File: src/include/asm_pkg.sv
/*
 * Shared constants for the two-channel asynchronous serial block:
 * internal I/O offsets, register field positions, reset values and
 * the state encodings of the transmit and receive sequencers.
 * Assumes an 8-bit internal I/O space decoded by the block itself.
 */
`default_nettype none

package asm_pkg;

    // internal I/O offsets
    localparam logic [7:0] ASM_OFS_CTL_A0  = 8'h00;
    localparam logic [7:0] ASM_OFS_CTL_A1  = 8'h01;
    localparam logic [7:0] ASM_OFS_CTL_B0  = 8'h02;
    localparam logic [7:0] ASM_OFS_CTL_B1  = 8'h03;
    localparam logic [7:0] ASM_OFS_SERIAL_STATUS_CH0   = 8'h04;
    localparam logic [7:0] ASM_OFS_SERIAL_STATUS_CH1   = 8'h05;
    localparam logic [7:0] ASM_OFS_TXD0    = 8'h06;
    localparam logic [7:0] ASM_OFS_TXD1    = 8'h07;
    localparam logic [7:0] ASM_OFS_RXD0    = 8'h08;
    localparam logic [7:0] ASM_OFS_RXD1    = 8'h09;

    // serial control register A fields
    localparam int ASM_A_STOP_COUNT  = 0;
    localparam int ASM_A_FMT_MIDDLE  = 1;
    localparam int ASM_A_DATA_LENGTH = 2;
    localparam int ASM_A_ERR_KEEP    = 3;
    localparam int ASM_A_RX_ADDR     = 7;

    // serial control register B fields
    localparam int ASM_B_PAR_ODD     = 4;
    localparam int ASM_B_MP_ENABLE   = 6;
    localparam int ASM_B_ADDR_TX     = 7;

    // status register fields
    localparam int ASM_S_TX_IE       = 0;
    localparam int ASM_S_TX_EMPTY    = 1;
    localparam int ASM_S_CARRIER     = 2;
    localparam int ASM_S_RX_IE       = 3;
    localparam int ASM_S_FRAME_ERR   = 4;
    localparam int ASM_S_PARITY_ERR  = 5;
    localparam int ASM_S_OVERRUN     = 6;
    localparam int ASM_S_RX_FULL     = 7;

    // values after reset
    localparam logic [7:0] ASM_CTL_A_RST = 8'h00;
    localparam logic [7:0] ASM_CTL_B_RST = 8'h07;

    // default bit time in system clocks
    localparam int ASM_BIT_CYCLES_DEF = 16;

    typedef enum logic [0:0] {
        ASM_TX_IDLE = 1'b0,
        ASM_TX_SEND = 1'b1
    } asm_tx_e;

    typedef enum logic [1:0] {
        ASM_RX_IDLE  = 2'b00,
        ASM_RX_START = 2'b01,
        ASM_RX_DATA  = 2'b11
    } asm_rx_e;

endpackage

`default_nettype wire

File: src/rtl/asm_serial.sv
/*
 * Two-channel asynchronous serial channel with multiprocessor framing,
 * status registers and control registers on the internal I/O port.
 * Assumes single-cycle read and write strobes synchronous to clk_sys_in
 * and serial inputs already synchronous to the same clock.
 */
//
// Contract
// - with multiprocessor framing on, the sent address flag equals bit 7 of control B.
// - the address-flag transmit bit lives at control B bit 7 and has no defined reset value.
// - control B bit 6 set to 1 selects multiprocessor framing; length and stops still come from control A.
// - a multiprocessor frame is start, 7 or 8 data, address flag, 1 or 2 stops, both directions.
// - multiprocessor framing neither generates nor checks parity.
// - with bit 6 at 0 the frame follows the three format bits of control A, parity included.
// - reset clears the multiprocessor-format bit to 0.
// - channel 0 status bits 7..0 are rx full, overrun, parity, framing, rx ie, carrier, tx empty, tx ie.
// - reset clears rx full, overrun, parity, framing and tx ie of channel 0.
// - channel 1 status matches channel 0 except bit 2 holds the clear-to-send interrupt enable; here that bit always reads 0.
// - after reset channel 1 status reads with only tx empty set.
// - control B of channel 0 is at offset 02H and of channel 1 at 03H.
`default_nettype none

module asm_serial
    import asm_pkg::*;
#(
    parameter int BIT_CYCLES = ASM_BIT_CYCLES_DEF
) (
    // clock and reset
    input  wire logic       clk_sys_in,
    input  wire logic       nrst_in,
    // internal I/O port
    input  wire logic [7:0] io_addr_in,
    input  wire logic       io_wr_in,
    input  wire logic       io_rd_in,
    input  wire logic [7:0] io_wdata_in,
    output logic      [7:0] io_rdata_out,
    // serial lines
    input  wire logic [1:0] rxd_in,
    output logic      [1:0] txd_out,
    input  wire logic       carrier_detect_in,
    // interrupt requests
    output logic      [1:0] rx_irq_out,
    output logic      [1:0] tx_irq_out
);

    // elaboration check: the bit time needs at least 4 clocks, a half bit at least 2
    if (BIT_CYCLES < 4 || BIT_CYCLES > 65535) begin : g_bad_bit_cycles
        $error("BIT_CYCLES out of range");
    end

    localparam logic [15:0] BIT_LAST  = 16'(BIT_CYCLES - 1);
    localparam logic [15:0] HALF_LAST = 16'(BIT_CYCLES / 2 - 1);

    typedef struct packed {
        logic    [1:0][7:0]  ctl_a;
        logic    [1:0][7:0]  ctl_b;
        logic    [1:0][7:0]  tx_data;
        logic    [1:0][7:0]  rx_data;
        logic    [1:0]       rx_full;
        logic    [1:0]       overrun;
        logic    [1:0]       par_err;
        logic    [1:0]       frm_err;
        logic    [1:0]       rx_ie;
        logic    [1:0]       tx_ie;
        logic    [1:0]       tx_empty;
        logic                carrier;
        asm_tx_e [1:0]       tx_st;
        logic    [1:0][11:0] tx_sh;
        logic    [1:0][3:0]  tx_cnt;
        logic    [1:0][15:0] tx_div;
        asm_rx_e [1:0]       rx_st;
        logic    [1:0][11:0] rx_bits;
        logic    [1:0][3:0]  rx_cnt;
        logic    [1:0][15:0] rx_div;
        logic    [1:0]       txd;
        logic    [7:0]       rdata;
        logic    [1:0]       rx_irq;
        logic    [1:0]       tx_irq;
    } asm_state_s;

    asm_state_s s_q;
    asm_state_s s_d;

    // true when the frame carries a bit between data and stop
    function automatic logic has_extra(input logic [7:0] a, input logic [7:0] b);
        return b[ASM_B_MP_ENABLE] | a[ASM_A_FMT_MIDDLE];
    endfunction

    // index of the first stop bit; start sits at 0
    function automatic logic [3:0] stop_pos(input logic [7:0] a,
                                            input logic [7:0] b);
        return 4'd8 + {3'd0, a[ASM_A_DATA_LENGTH]}
             + {3'd0, has_extra(a, b)};
    endfunction

    // parity over the active data bits, odd when control B asks
    function automatic logic parity(input logic [7:0] d, input logic [7:0] a,
                                    input logic [7:0] b);
        logic p;
        p = ^d[6:0] ^ b[ASM_B_PAR_ODD];
        if (a[ASM_A_DATA_LENGTH]) begin
            p = p ^ d[7];
        end
        return p;
    endfunction

    // whole frame, least significant bit first, idle ones beyond it
    function automatic logic [11:0] tx_frame(input logic [7:0] d,
                                             input logic [7:0] a,
                                             input logic [7:0] b);
        logic [11:0] f;
        logic [3:0]  p;
        f = 12'hFFF;
        f[0] = 1'b0;
        f[7:1] = d[6:0];
        if (a[ASM_A_DATA_LENGTH]) begin
            f[8] = d[7];
        end
        p = 4'd8 + {3'd0, a[ASM_A_DATA_LENGTH]};
        if (b[ASM_B_MP_ENABLE]) begin
            f[p] = b[ASM_B_ADDR_TX];
        end else if (a[ASM_A_FMT_MIDDLE]) begin
            f[p] = parity(d, a, b);
        end
        return f;
    endfunction

    // status byte; channel 1 shows its clear-to-send enable, held at 0
    function automatic logic [7:0] status(input asm_state_s s, input int c);
        logic [7:0] v;
        v = 8'h00;
        v[ASM_S_RX_FULL]    = s.rx_full[c];
        v[ASM_S_OVERRUN]    = s.overrun[c];
        v[ASM_S_PARITY_ERR] = s.par_err[c];
        v[ASM_S_FRAME_ERR]  = s.frm_err[c];
        v[ASM_S_RX_IE]      = s.rx_ie[c];
        v[ASM_S_CARRIER]    = (c == 0) ? s.carrier : 1'b0;
        v[ASM_S_TX_EMPTY]   = s.tx_empty[c];
        v[ASM_S_TX_IE]      = s.tx_ie[c];
        return v;
    endfunction

    // next state: bus accesses first, except transmit data writes, so that line events win over clears
    always_comb begin
        logic [7:0]  a;
        logic [7:0]  b;
        logic [11:0] rb;
        logic [3:0]  sp;
        logic        bad_par;
        s_d = s_q;
        a = 8'h00;
        b = 8'h00;
        rb = 12'h000;
        sp = 4'd0;
        bad_par = 1'b0;
        s_d.carrier = carrier_detect_in;
        if (io_rd_in) begin
            unique case (io_addr_in)
                ASM_OFS_CTL_A0: s_d.rdata = s_q.ctl_a[0];
                ASM_OFS_CTL_A1: s_d.rdata = s_q.ctl_a[1];
                ASM_OFS_CTL_B0: s_d.rdata = s_q.ctl_b[0];
                ASM_OFS_CTL_B1: s_d.rdata = s_q.ctl_b[1];
                ASM_OFS_SERIAL_STATUS_CH0:  s_d.rdata = status(s_q, 0);
                ASM_OFS_SERIAL_STATUS_CH1:  s_d.rdata = status(s_q, 1);
                ASM_OFS_TXD0:   s_d.rdata = s_q.tx_data[0];
                ASM_OFS_TXD1:   s_d.rdata = s_q.tx_data[1];
                ASM_OFS_RXD0: begin
                    s_d.rdata = s_q.rx_data[0];
                    s_d.rx_full[0] = 1'b0;
                end
                ASM_OFS_RXD1: begin
                    s_d.rdata = s_q.rx_data[1];
                    s_d.rx_full[1] = 1'b0;
                end
                default:        s_d.rdata = 8'h00;
            endcase
        end
        // register writes; status takes only the two enables
        if (io_wr_in) begin
            for (int c = 0; c < 2; c++) begin
                if (io_addr_in == ASM_OFS_CTL_A0 + 8'(c)) begin
                    s_d.ctl_a[c] = {1'b0, io_wdata_in[6:0]};
                    if (!io_wdata_in[ASM_A_ERR_KEEP]) begin
                        s_d.overrun[c] = 1'b0;
                        s_d.par_err[c] = 1'b0;
                        s_d.frm_err[c] = 1'b0;
                    end
                end
                if (io_addr_in == ASM_OFS_CTL_B0 + 8'(c)) begin
                    s_d.ctl_b[c] = io_wdata_in;
                end
                if (io_addr_in == ASM_OFS_SERIAL_STATUS_CH0 + 8'(c)) begin
                    s_d.rx_ie[c] = io_wdata_in[ASM_S_RX_IE];
                    s_d.tx_ie[c] = io_wdata_in[ASM_S_TX_IE];
                end
            end
        end
        for (int c = 0; c < 2; c++) begin
            a = s_q.ctl_a[c];
            b = s_q.ctl_b[c];
            sp = stop_pos(a, b);
            // transmitter: take a byte, then shift one bit per bit time
            unique case (s_q.tx_st[c])
                ASM_TX_IDLE: begin
                    s_d.txd[c] = 1'b1;
                    if (!s_q.tx_empty[c]) begin
                        s_d.tx_sh[c] = tx_frame(s_q.tx_data[c], a, b);
                        s_d.tx_cnt[c] = sp + {3'd0, a[ASM_A_STOP_COUNT]};
                        s_d.tx_div[c] = 16'h0000;
                        s_d.tx_empty[c] = 1'b1;
                        s_d.tx_st[c] = ASM_TX_SEND;
                    end
                end
                ASM_TX_SEND: begin
                    s_d.txd[c] = s_q.tx_sh[c][0];
                    s_d.tx_div[c] = s_q.tx_div[c] + 16'h0001;
                    if (s_q.tx_div[c] == BIT_LAST) begin
                        s_d.tx_div[c] = 16'h0000;
                        s_d.tx_sh[c] = {1'b1, s_q.tx_sh[c][11:1]};
                        s_d.tx_cnt[c] = s_q.tx_cnt[c] - 4'd1;
                        if (s_q.tx_cnt[c] == 4'd0) begin
                            s_d.txd[c] = 1'b1;
                            s_d.tx_st[c] = ASM_TX_IDLE;
                        end
                    end
                end
            endcase
            // a write to transmit data refills the holding register
            if (io_wr_in && io_addr_in == ASM_OFS_TXD0 + 8'(c)) begin
                s_d.tx_data[c] = io_wdata_in;
                s_d.tx_empty[c] = 1'b0;
            end
            // receiver: verify start at mid bit, then sample each bit
            unique case (s_q.rx_st[c])
                ASM_RX_IDLE: begin
                    s_d.rx_div[c] = 16'h0000;
                    if (!rxd_in[c]) begin
                        s_d.rx_st[c] = ASM_RX_START;
                    end
                end
                ASM_RX_START: begin
                    s_d.rx_div[c] = s_q.rx_div[c] + 16'h0001;
                    if (s_q.rx_div[c] == HALF_LAST) begin
                        s_d.rx_div[c] = 16'h0000;
                        s_d.rx_cnt[c] = 4'd1;
                        s_d.rx_st[c] = rxd_in[c] ? ASM_RX_IDLE : ASM_RX_DATA;
                    end
                end
                ASM_RX_DATA: begin
                    s_d.rx_div[c] = s_q.rx_div[c] + 16'h0001;
                    if (s_q.rx_div[c] == BIT_LAST) begin
                        s_d.rx_div[c] = 16'h0000;
                        rb = s_q.rx_bits[c];
                        rb[s_q.rx_cnt[c]] = rxd_in[c];
                        s_d.rx_bits[c] = rb;
                        s_d.rx_cnt[c] = s_q.rx_cnt[c] + 4'd1;
                        // only the first stop is checked, so a second
                        // stop overlaps the search for the next start
                        if (s_q.rx_cnt[c] == sp) begin
                            s_d.rx_st[c] = ASM_RX_IDLE;
                            bad_par = a[ASM_A_FMT_MIDDLE]
                                & !b[ASM_B_MP_ENABLE]
                                & (parity(rb[8:1], a, b) != rb[sp - 4'd1]);
                            // built on s_d so a same-cycle clear is kept
                            s_d.par_err[c] = s_d.par_err[c] | bad_par;
                            s_d.frm_err[c] = s_d.frm_err[c] | !rb[sp];
                            if (s_d.rx_full[c]) begin
                                s_d.overrun[c] = 1'b1;
                            end else begin
                                s_d.rx_data[c] = a[ASM_A_DATA_LENGTH]
                                    ? rb[8:1] : {1'b0, rb[7:1]};
                                s_d.ctl_a[c][ASM_A_RX_ADDR] =
                                    b[ASM_B_MP_ENABLE] & rb[sp - 4'd1];
                                s_d.rx_full[c] = 1'b1;
                            end
                        end
                    end
                end
                default: s_d.rx_st[c] = ASM_RX_IDLE;
            endcase
            // requests registered so the outputs leave flip-flops
            s_d.rx_irq[c] = s_d.rx_ie[c] & (s_d.rx_full[c] | s_d.overrun[c]
                | s_d.par_err[c] | s_d.frm_err[c]);
            s_d.tx_irq[c] = s_d.tx_ie[c] & s_d.tx_empty[c];
        end
    end

    // state register; every field takes a constant under reset
    always_ff @(posedge clk_sys_in or negedge nrst_in) begin
        if (!nrst_in) begin
            s_q <= '0;
            s_q.ctl_a <= {ASM_CTL_A_RST, ASM_CTL_A_RST};
            s_q.ctl_b <= {ASM_CTL_B_RST, ASM_CTL_B_RST};
            s_q.tx_empty <= 2'b11;
            s_q.txd <= 2'b11;
        end else begin
            s_q <= s_d;
        end
    end

    assign io_rdata_out = s_q.rdata;
    assign txd_out      = s_q.txd;
    assign rx_irq_out   = s_q.rx_irq;
    assign tx_irq_out   = s_q.tx_irq;

endmodule

`default_nettype wire

File: config.mk
export PLATFORM = sky130hd
export DESIGN_NAME = asm_serial
export DESIGN_NICKNAME = d
export VERILOG_FILES = /design/src/include/asm_pkg.sv /design/src/rtl/asm_serial.sv
export SDC_FILE = /design/constraint.sdc
export NUM_CORES = 1
export LEC_CHECK = 0
export BUFFER_PORTS_ARGS = -buffer_cell sky130_fd_sc_hd__buf_4
export CAP_MARGIN = 20
export CORE_ASPECT_RATIO = 0.9
export CORE_MARGIN = 5
export CORE_UTILIZATION = 58
export CTS_CLUSTER_DIAMETER = 30
export DETAILED_ROUTE_END_ITERATION = 8
export PLACE_DENSITY_LB_ADDON = 0.05
export SLEW_MARGIN = 20
export SYNTH_ARGS = -nofsm -noshare
export SYNTH_HDL_FRONTEND = slang
export SYNTH_SLANG_ARGS = --single-unit
File: constraint.sdc
create_clock -name clk_sys_in -period 8 [get_ports clk_sys_in]
set_clock_uncertainty 0.1 [all_clocks]
set_input_delay 0.4 -clock clk_sys_in [delete_from_list [all_inputs] [get_ports clk_sys_in]]
set_output_delay 0.4 -clock clk_sys_in [all_outputs]
set_load 0.03 [all_outputs]
==> results of run 1 <==
-- layer usage --
metal	track usage (%)	routed length, um	vias up
li1	-	-	4503
met3	5.542	2064	53
met2	35.45	12550	284
met5	0	0	-
met4	6.122	500	0
met1	37.77	14080	4644
-- cell families (layout without fill, tap and decap cells) --
| kind of cell | after synthesis | after routing |
|---|---|---|
| XOR/XNOR | 46 | 46 |
| buffers and inverters | 118 | 173 |
| AO/OA/AOI/OAI | 308 | 308 |
| multiplexers | 117 | 117 |
| adder cells (fa/ha/maj) | 26 | 26 |
| AND/OR/NAND/NOR | 397 | 397 |
| flip-flops | 225 | 225 |
-- area by class of cell --
class | count | area, um2
fillers | 1618 | 6590
multi-input cells | 894 | 6128
flip-flops and latches | 225 | 5643
clock buffers | 63 | 1389
repair buffers | 49 | 384.1
well taps | 286 | 357.8
clock inverters | 22 | 256.5
inverters | 39 | 146.4
-- cell usage after synthesis, drive strengths merged, types with 6 or more instances --
library cell / number / area (um2)
nor3: 16 / 80.08
xnor3: 6 / 135.1
a31oi: 12 / 75.07
nand4: 10 / 62.56
nor2b: 15 / 93.84
nor2: 91 / 351.6
dfstp: 10 / 262.8
clkbuf: 37 / 138.9
a21o: 13 / 97.59
xor2: 8 / 70.07
dfrtp: 215 / 5380
o22ai: 6 / 37.54
mux2i: 56 / 573.1
nand2: 107 / 406.6
a222oi: 12 / 120.1
nor4: 15 / 115.1
ha: 24 / 300.3
xnor2: 32 / 280.3
buf: 42 / 300.3
nand3: 52 / 265.3
and2: 10 / 62.56
o31ai: 14 / 105.1
a21oi: 64 / 335.3
a32o: 8 / 80.08
nor3b: 8 / 75.08
o21ai: 133 / 665.6
nand3b: 16 / 132.6
mux2: 58 / 653.1
inv: 39 / 146.4
nand2b: 6 / 37.54
and3: 23 / 143.9
a22o: 10 / 87.58
or2: 8 / 50.05
-- sequential cells by signal, indices dropped and copies added, names as in the netlist --
name	flops
rx_irq_out	2
tx_irq_out	2
s_q	211
txd_out	2
io_rdata_out	8
-- path summary, 6_finish.rpt --
check	end	depth (start not counted)
worst max-delay path	s_q[157]$_DFF_PN0_	9
worst min-delay path	s_q[149]$_DFF_PN1_	2
worst max register to register	s_q[157]$_DFF_PN0_	9
worst min register to register	txd_out[1]$_DFF_PN1_	1
max in group asynchronous	io_rdata_out[4]$_DFFE_PN0P_	3
min in group asynchronous	s_q[87]$_DFFE_PN0P_	2
-- worst max-delay path: stages, from the launching register on --
cell and delay [ns]:
dfrtp_1 0.43, or2_2 0.32, inv_1 0.13, ha_1 0.37
mux2_1 0.39, a31o_1 0.23, a311o_1 0.28, a32o_1 0.28
xnor3_1 0.36, a32o_1 0.23
-- where the power goes --
part           internal [mW]  switching [mW]
logic                  0.278           0.357
clock network           1.37           0.613
registers               1.26           0.130
total                   2.90            1.10
==> impl_results.md, run 1 <==
- Status: complete, no violations
- RSZ-0062 raised after global routing: no
- Final instance area: ~14000 um2
- Avg WL per Cell: around 18 um
- Clock tree buffer depth: 3
- Largest family of logic cells by synthesized area: simple AND/OR/NAND/NOR gates
- Starting density of the core: around 59%
- Number of diodes: 0
- Layout cells sized above 1: 18.03%
- Yosys synthesis warning count: 0
- CTS Hold Bufs: 2
- Crit Reg-Reg Startpoint: s_q[201]$_DFFE_PN0P_
- Root Buffer: clkbuf_16
- Multiplexer share of the synthesized area: between 10% and 20%
- Largest net degree at the start of global routing: 93
- Post-Synth XOR/XNOR Area: about 3.9%
- Max-slew violations: 0
- Max Freq: approximately 310 MHz
- CP required: 8.30 ns
- Worst setup EP type: flop
- Fin util: about two thirds
- Die width: between 150 and 200 um
- RePlAce Congestion: approximately 0.88
- Number of remaining DRC errors: 0
- Hold path start: io_wr_in
- Worst-path clk slew: approximately 0.050 ns
- Leak Pwr: 6.431 nW
- Boundary Pins: 37
- Most frequent cells in the layout: dfrtp_1, o21ai_0, nand2_1
- H-tree levels: 2
- Post-Synthesis Cells: 1237
- Total wire length: 29.19 mm
- Core area: 20900 um2
- First-pass GRT wire length: 48.82 mm
- Post-DRT Antenna Nets: 0
- Full die area: 24330 um2
- Die height: 148.5 um
- Period utilisation layout: about two fifths
- Syn Area/Cell: about 10 um2
- Clock sinks: 225
- Dpl ws: 4.824 ns
- Total power: 3.999 mW
- Area share of and/or/nand/nor cells after synthesis: between 15 and 20%
- Library cells used by synthesis: slightly above 80
- Final hold vios: 0
- Hold WC Path Type: in2reg
- Initial antenna violation count: 0
- Crit path DAT: 3.54 ns
- # rows: 50
- Nets: 1306
- Synth Net Count: 1286
- CTS tree: built
- Crit path max fanout: 10
- Hpwl dp: 19.29 mm
- Final Hold Slack: 0.05119 ns
- Area growth syn-to-layout: 15.77%
- Worst-Skew Late Latency: around 0.54 ns
- Pwr dens: ~280 nW/um2
- Ys flop type: dfrtp_1
- Max Cap Viol: 0
- Synthesized area: between 10000 and 15000 um2
- Number of synthesized flops with an enable pin: 0
- Post-CTS sizing: 0
- Via count of the first global-routing pass: about 9000
- Placed cells: 1491
- Vias per inst: 6.010
- Non-Filler Instances: roughly 1600
- Finish-stage setup viols: 0
- Slew margin rel.: a little over a quarter
- Post-Synth Adder-Cell Area: 2.754%
- Crit path launch: s_q[201]$_DFFE_PN0P_
- Max IR drop VDD: 199.4 uV
- Pre-antenna DRT Iters: 6
- Vias: between 9000 and 10000
- Placed Area: 12640 um2
- Post-synthesis compound-gate area fraction: around 16%
- Setup tns final: 0 ns
- IO Port Bufs: 36
- Tmin final: around 3.2 ns
- Post-synth ARST share: 100.0%
- Detailed Route Iter0 Violations: slightly below 700
- Crit start category: flop
- Synth Register Bits: roughly 230
- Register area share after synthesis: 45.67%
- Setup slack, reg-to-reg: 4.76 ns
- Worst-Margin Slew: approximately 1.1 ns
- GR Util All Layers: between 20% and 30%
- Critical path type: reg2reg
- Congestion Overflow GR: 0
- CTS Buf Count: 48
- Post-CTS Setup Bufs: 0
- Post-layout worst setup margin: 4.760 ns
- Commonest non-fill, non-tap cell in the layout: dfrtp_1
No activity file was read; power rests on OpenSTA's default activity.
==> inputs of run 2 (changes only) <==
CORE_UTILIZATION = 57   (was 58)
clock period = 2.7 ns   (was 8 ns; I/O delays follow)
==> run 2 against run 1 <==
  * Via count rose by 2.5%
  * Critical endpoint unchanged
  * Count of clock-buffer cells in the layout did not move
  * Design area rose by 5.6%
==> impl_results.md, run 2 (synthesis gave the netlist of run 1 again) <==
- Number of remaining DRC errors: 0
- Hold WC Path Type: in2reg
- Total wire length: 29.87 mm
- RePlAce Congestion: 0.9052
- Root Buffer: clkbuf_16
- Tmin final: 2.662 ns
- Placed cells: 1550
- Max IR drop VDD: between 500 and 600 uV
- Initial antenna violation count: 0
- Reg-to-reg endpoint: s_q[157]$_DFF_PN0_
- Crit path DAT: 2.97 ns
- Most numerous cell on the critical path: a32o_1
- Crit-path cells: or2_4 > inv_2 > ha_2 > mux2_4 > a31o_1 > a311o_1 > a32o_1 > xnor3_1 > a32o_1
- Dpl ws: ~0.033 ns
- Post-DRT Antenna Nets: 0
- Setup tns final: 0 ns
- Final instance area: 15110 um2
- Setup slack, reg-to-reg: 0.04 ns
- Post-layout worst setup margin: about 0.038 ns
- Final Hold Slack: 0.07842 ns
- Buf+Inv Stages, Crit Path: 1
- Congestion Overflow GR: 0
- Worst path slowest cell: dfrtp_1
- Status: complete, no violations
- Commonest non-fill, non-tap cell in the layout: dfrtp_1
- Pre-antenna DRT Iters: 6
- CP delay by family, top: compound AO/OA/AOI/OAI gates
- Non-Filler Instances: approximately 1700
- Crit path max fanout: 4
- Final hold vios: 0
- Crit Reg-Reg Startpoint: s_q[212]$_DFFE_PN0P_
- Worst Setup EP: s_q[157]$_DFF_PN0_
- Max reg flops: 211
- Vias per inst: 5.851
- RSZ-0062 raised after global routing: yes
- Max-slew violations: 0
- Max Cap Viol: 0
- IO Port Bufs: 36
- Leak Pwr: 6.846 nW
- Finish-stage setup viols: 0
- Fin util: 70.27%
- Largest net degree at the start of global routing: 81
- # rows: 51
- CTS Buf Count: 49
- Boundary Pins: 37
- Clock tree buffer depth: 3
- Worst-path clk slew: 0.05 ns
- Critical path type: reg2reg
- Crit path depth: 9
- Nets: 1379
- Area growth syn-to-layout: 22.29%
- Die height: 149.7 um
- Slew margin rel.: a little under half
- Core area: about 22000 um2
- GR Util All Layers: approximately 24%
- Critical Path Max Stage Delay: 0.37 ns
- Number of diodes: 0
- Die width: approximately 170 um
- Placed Area: 13090 um2
- Avg WL per Cell: 17.98 um
- Starting density of the core: between 50% and 60%
- Crit path launch: s_q[212]$_DFFE_PN0P_
- Full die area: 24730 um2
- Crit start category: flop
- H-tree levels: 2
- Vias: 9718
- Reg2reg path depth: 9
- Pwr dens: 822.9 nW/um2
- Worst-Margin Slew: 0.8126 ns
- Clock sinks: 225
- Worst setup EP type: flop
- Hpwl dp: roughly 20 mm
- Max Freq: roughly 380 MHz
- Detailed Route Iter0 Violations: 779
- Most frequent cells in the layout: dfrtp_1, o21ai_0, nand2_1
- CTS tree: built
- First-pass GRT wire length: 48.89 mm
- Total power: 12.43 mW
- CP required: between 3 and 4 ns
- Reg with most FFs: s_q
- Period utilisation layout: 98.59%
- Via count of the first global-routing pass: ~9500
- Worst-Skew Late Latency: 0.54 ns
- Layout cells sized above 1: a little under a quarter
## run 2: timing repair
item | CTS | global route
resized for setup | 2 | 21
hold endpoints to repair | 250 | 0
endpoints found under the setup margin | 1 | 15
hold buffers | 14 | 0
gates cloned | 0 | 0
setup buffers | 0 | 6
pin swaps | 0 | 7
## run 2: where the power goes
group          switching [mW]  internal, mW  leakage, nW  total (mW)
sequential              0.365          3.72         2.89        4.09
combinational            1.12         0.995         3.10        2.12
clock                    1.90          4.33        0.851        6.23
total                    3.38          9.05         6.85        12.4
## run 2: cell type report
cell class	instances	area [um2]
sequential	225	5647
tap	291	364.1
timing repair buffer	121	979.7
clock buffer	63	1370
multi-input combinational	894	6217
inverter	39	146.4
fill	1627	6394
clock inverter	28	386.6
## run 2: worst min path at each step
stage | start | end | slack (ns) | cells past startpoint
after CTS | io_addr_in[2] | s_q[159]$_DFF_PN0_ | 0.05 | 4
final | io_addr_in[2] | s_q[159]$_DFF_PN0_ | 0.08 | 4
after floorplan | nrst_in | io_rdata_out[0]$_DFFE_PN0P_ | -0.26 | 0
after global placement | nrst_in | s_q[90]$_DFFE_PN0P_ | 0.07 | 1
after global routing | io_addr_in[2] | s_q[159]$_DFF_PN0_ | 0.1 | 4
after detailed placement | nrst_in | s_q[88]$_DFFE_PN0P_ | 0.07 | 1
## run 2: worst register-to-register path: stages (launching register included)
cell	delay, ns
dfrtp_1	0.37
or2_4	0.25
inv_2	0.08
ha_2	0.24
mux2_4	0.32
a31o_1	0.22
a311o_1	0.27
a32o_1	0.29
xnor3_1	0.18
a32o_1	0.22
## run 2: metal layers
| layer | up-vias | GRT usage [%] | routed length [um] |
|---|---|---|---|
| met5 | - | 0 | 0 |
| met4 | 0 | 6.902 | 504 |
| met3 | 41 | 5.839 | 1917 |
| met2 | 232 | 35.76 | 13090 |
| met1 | 4800 | 36.39 | 14360 |
| li1 | 4645 | - | - |
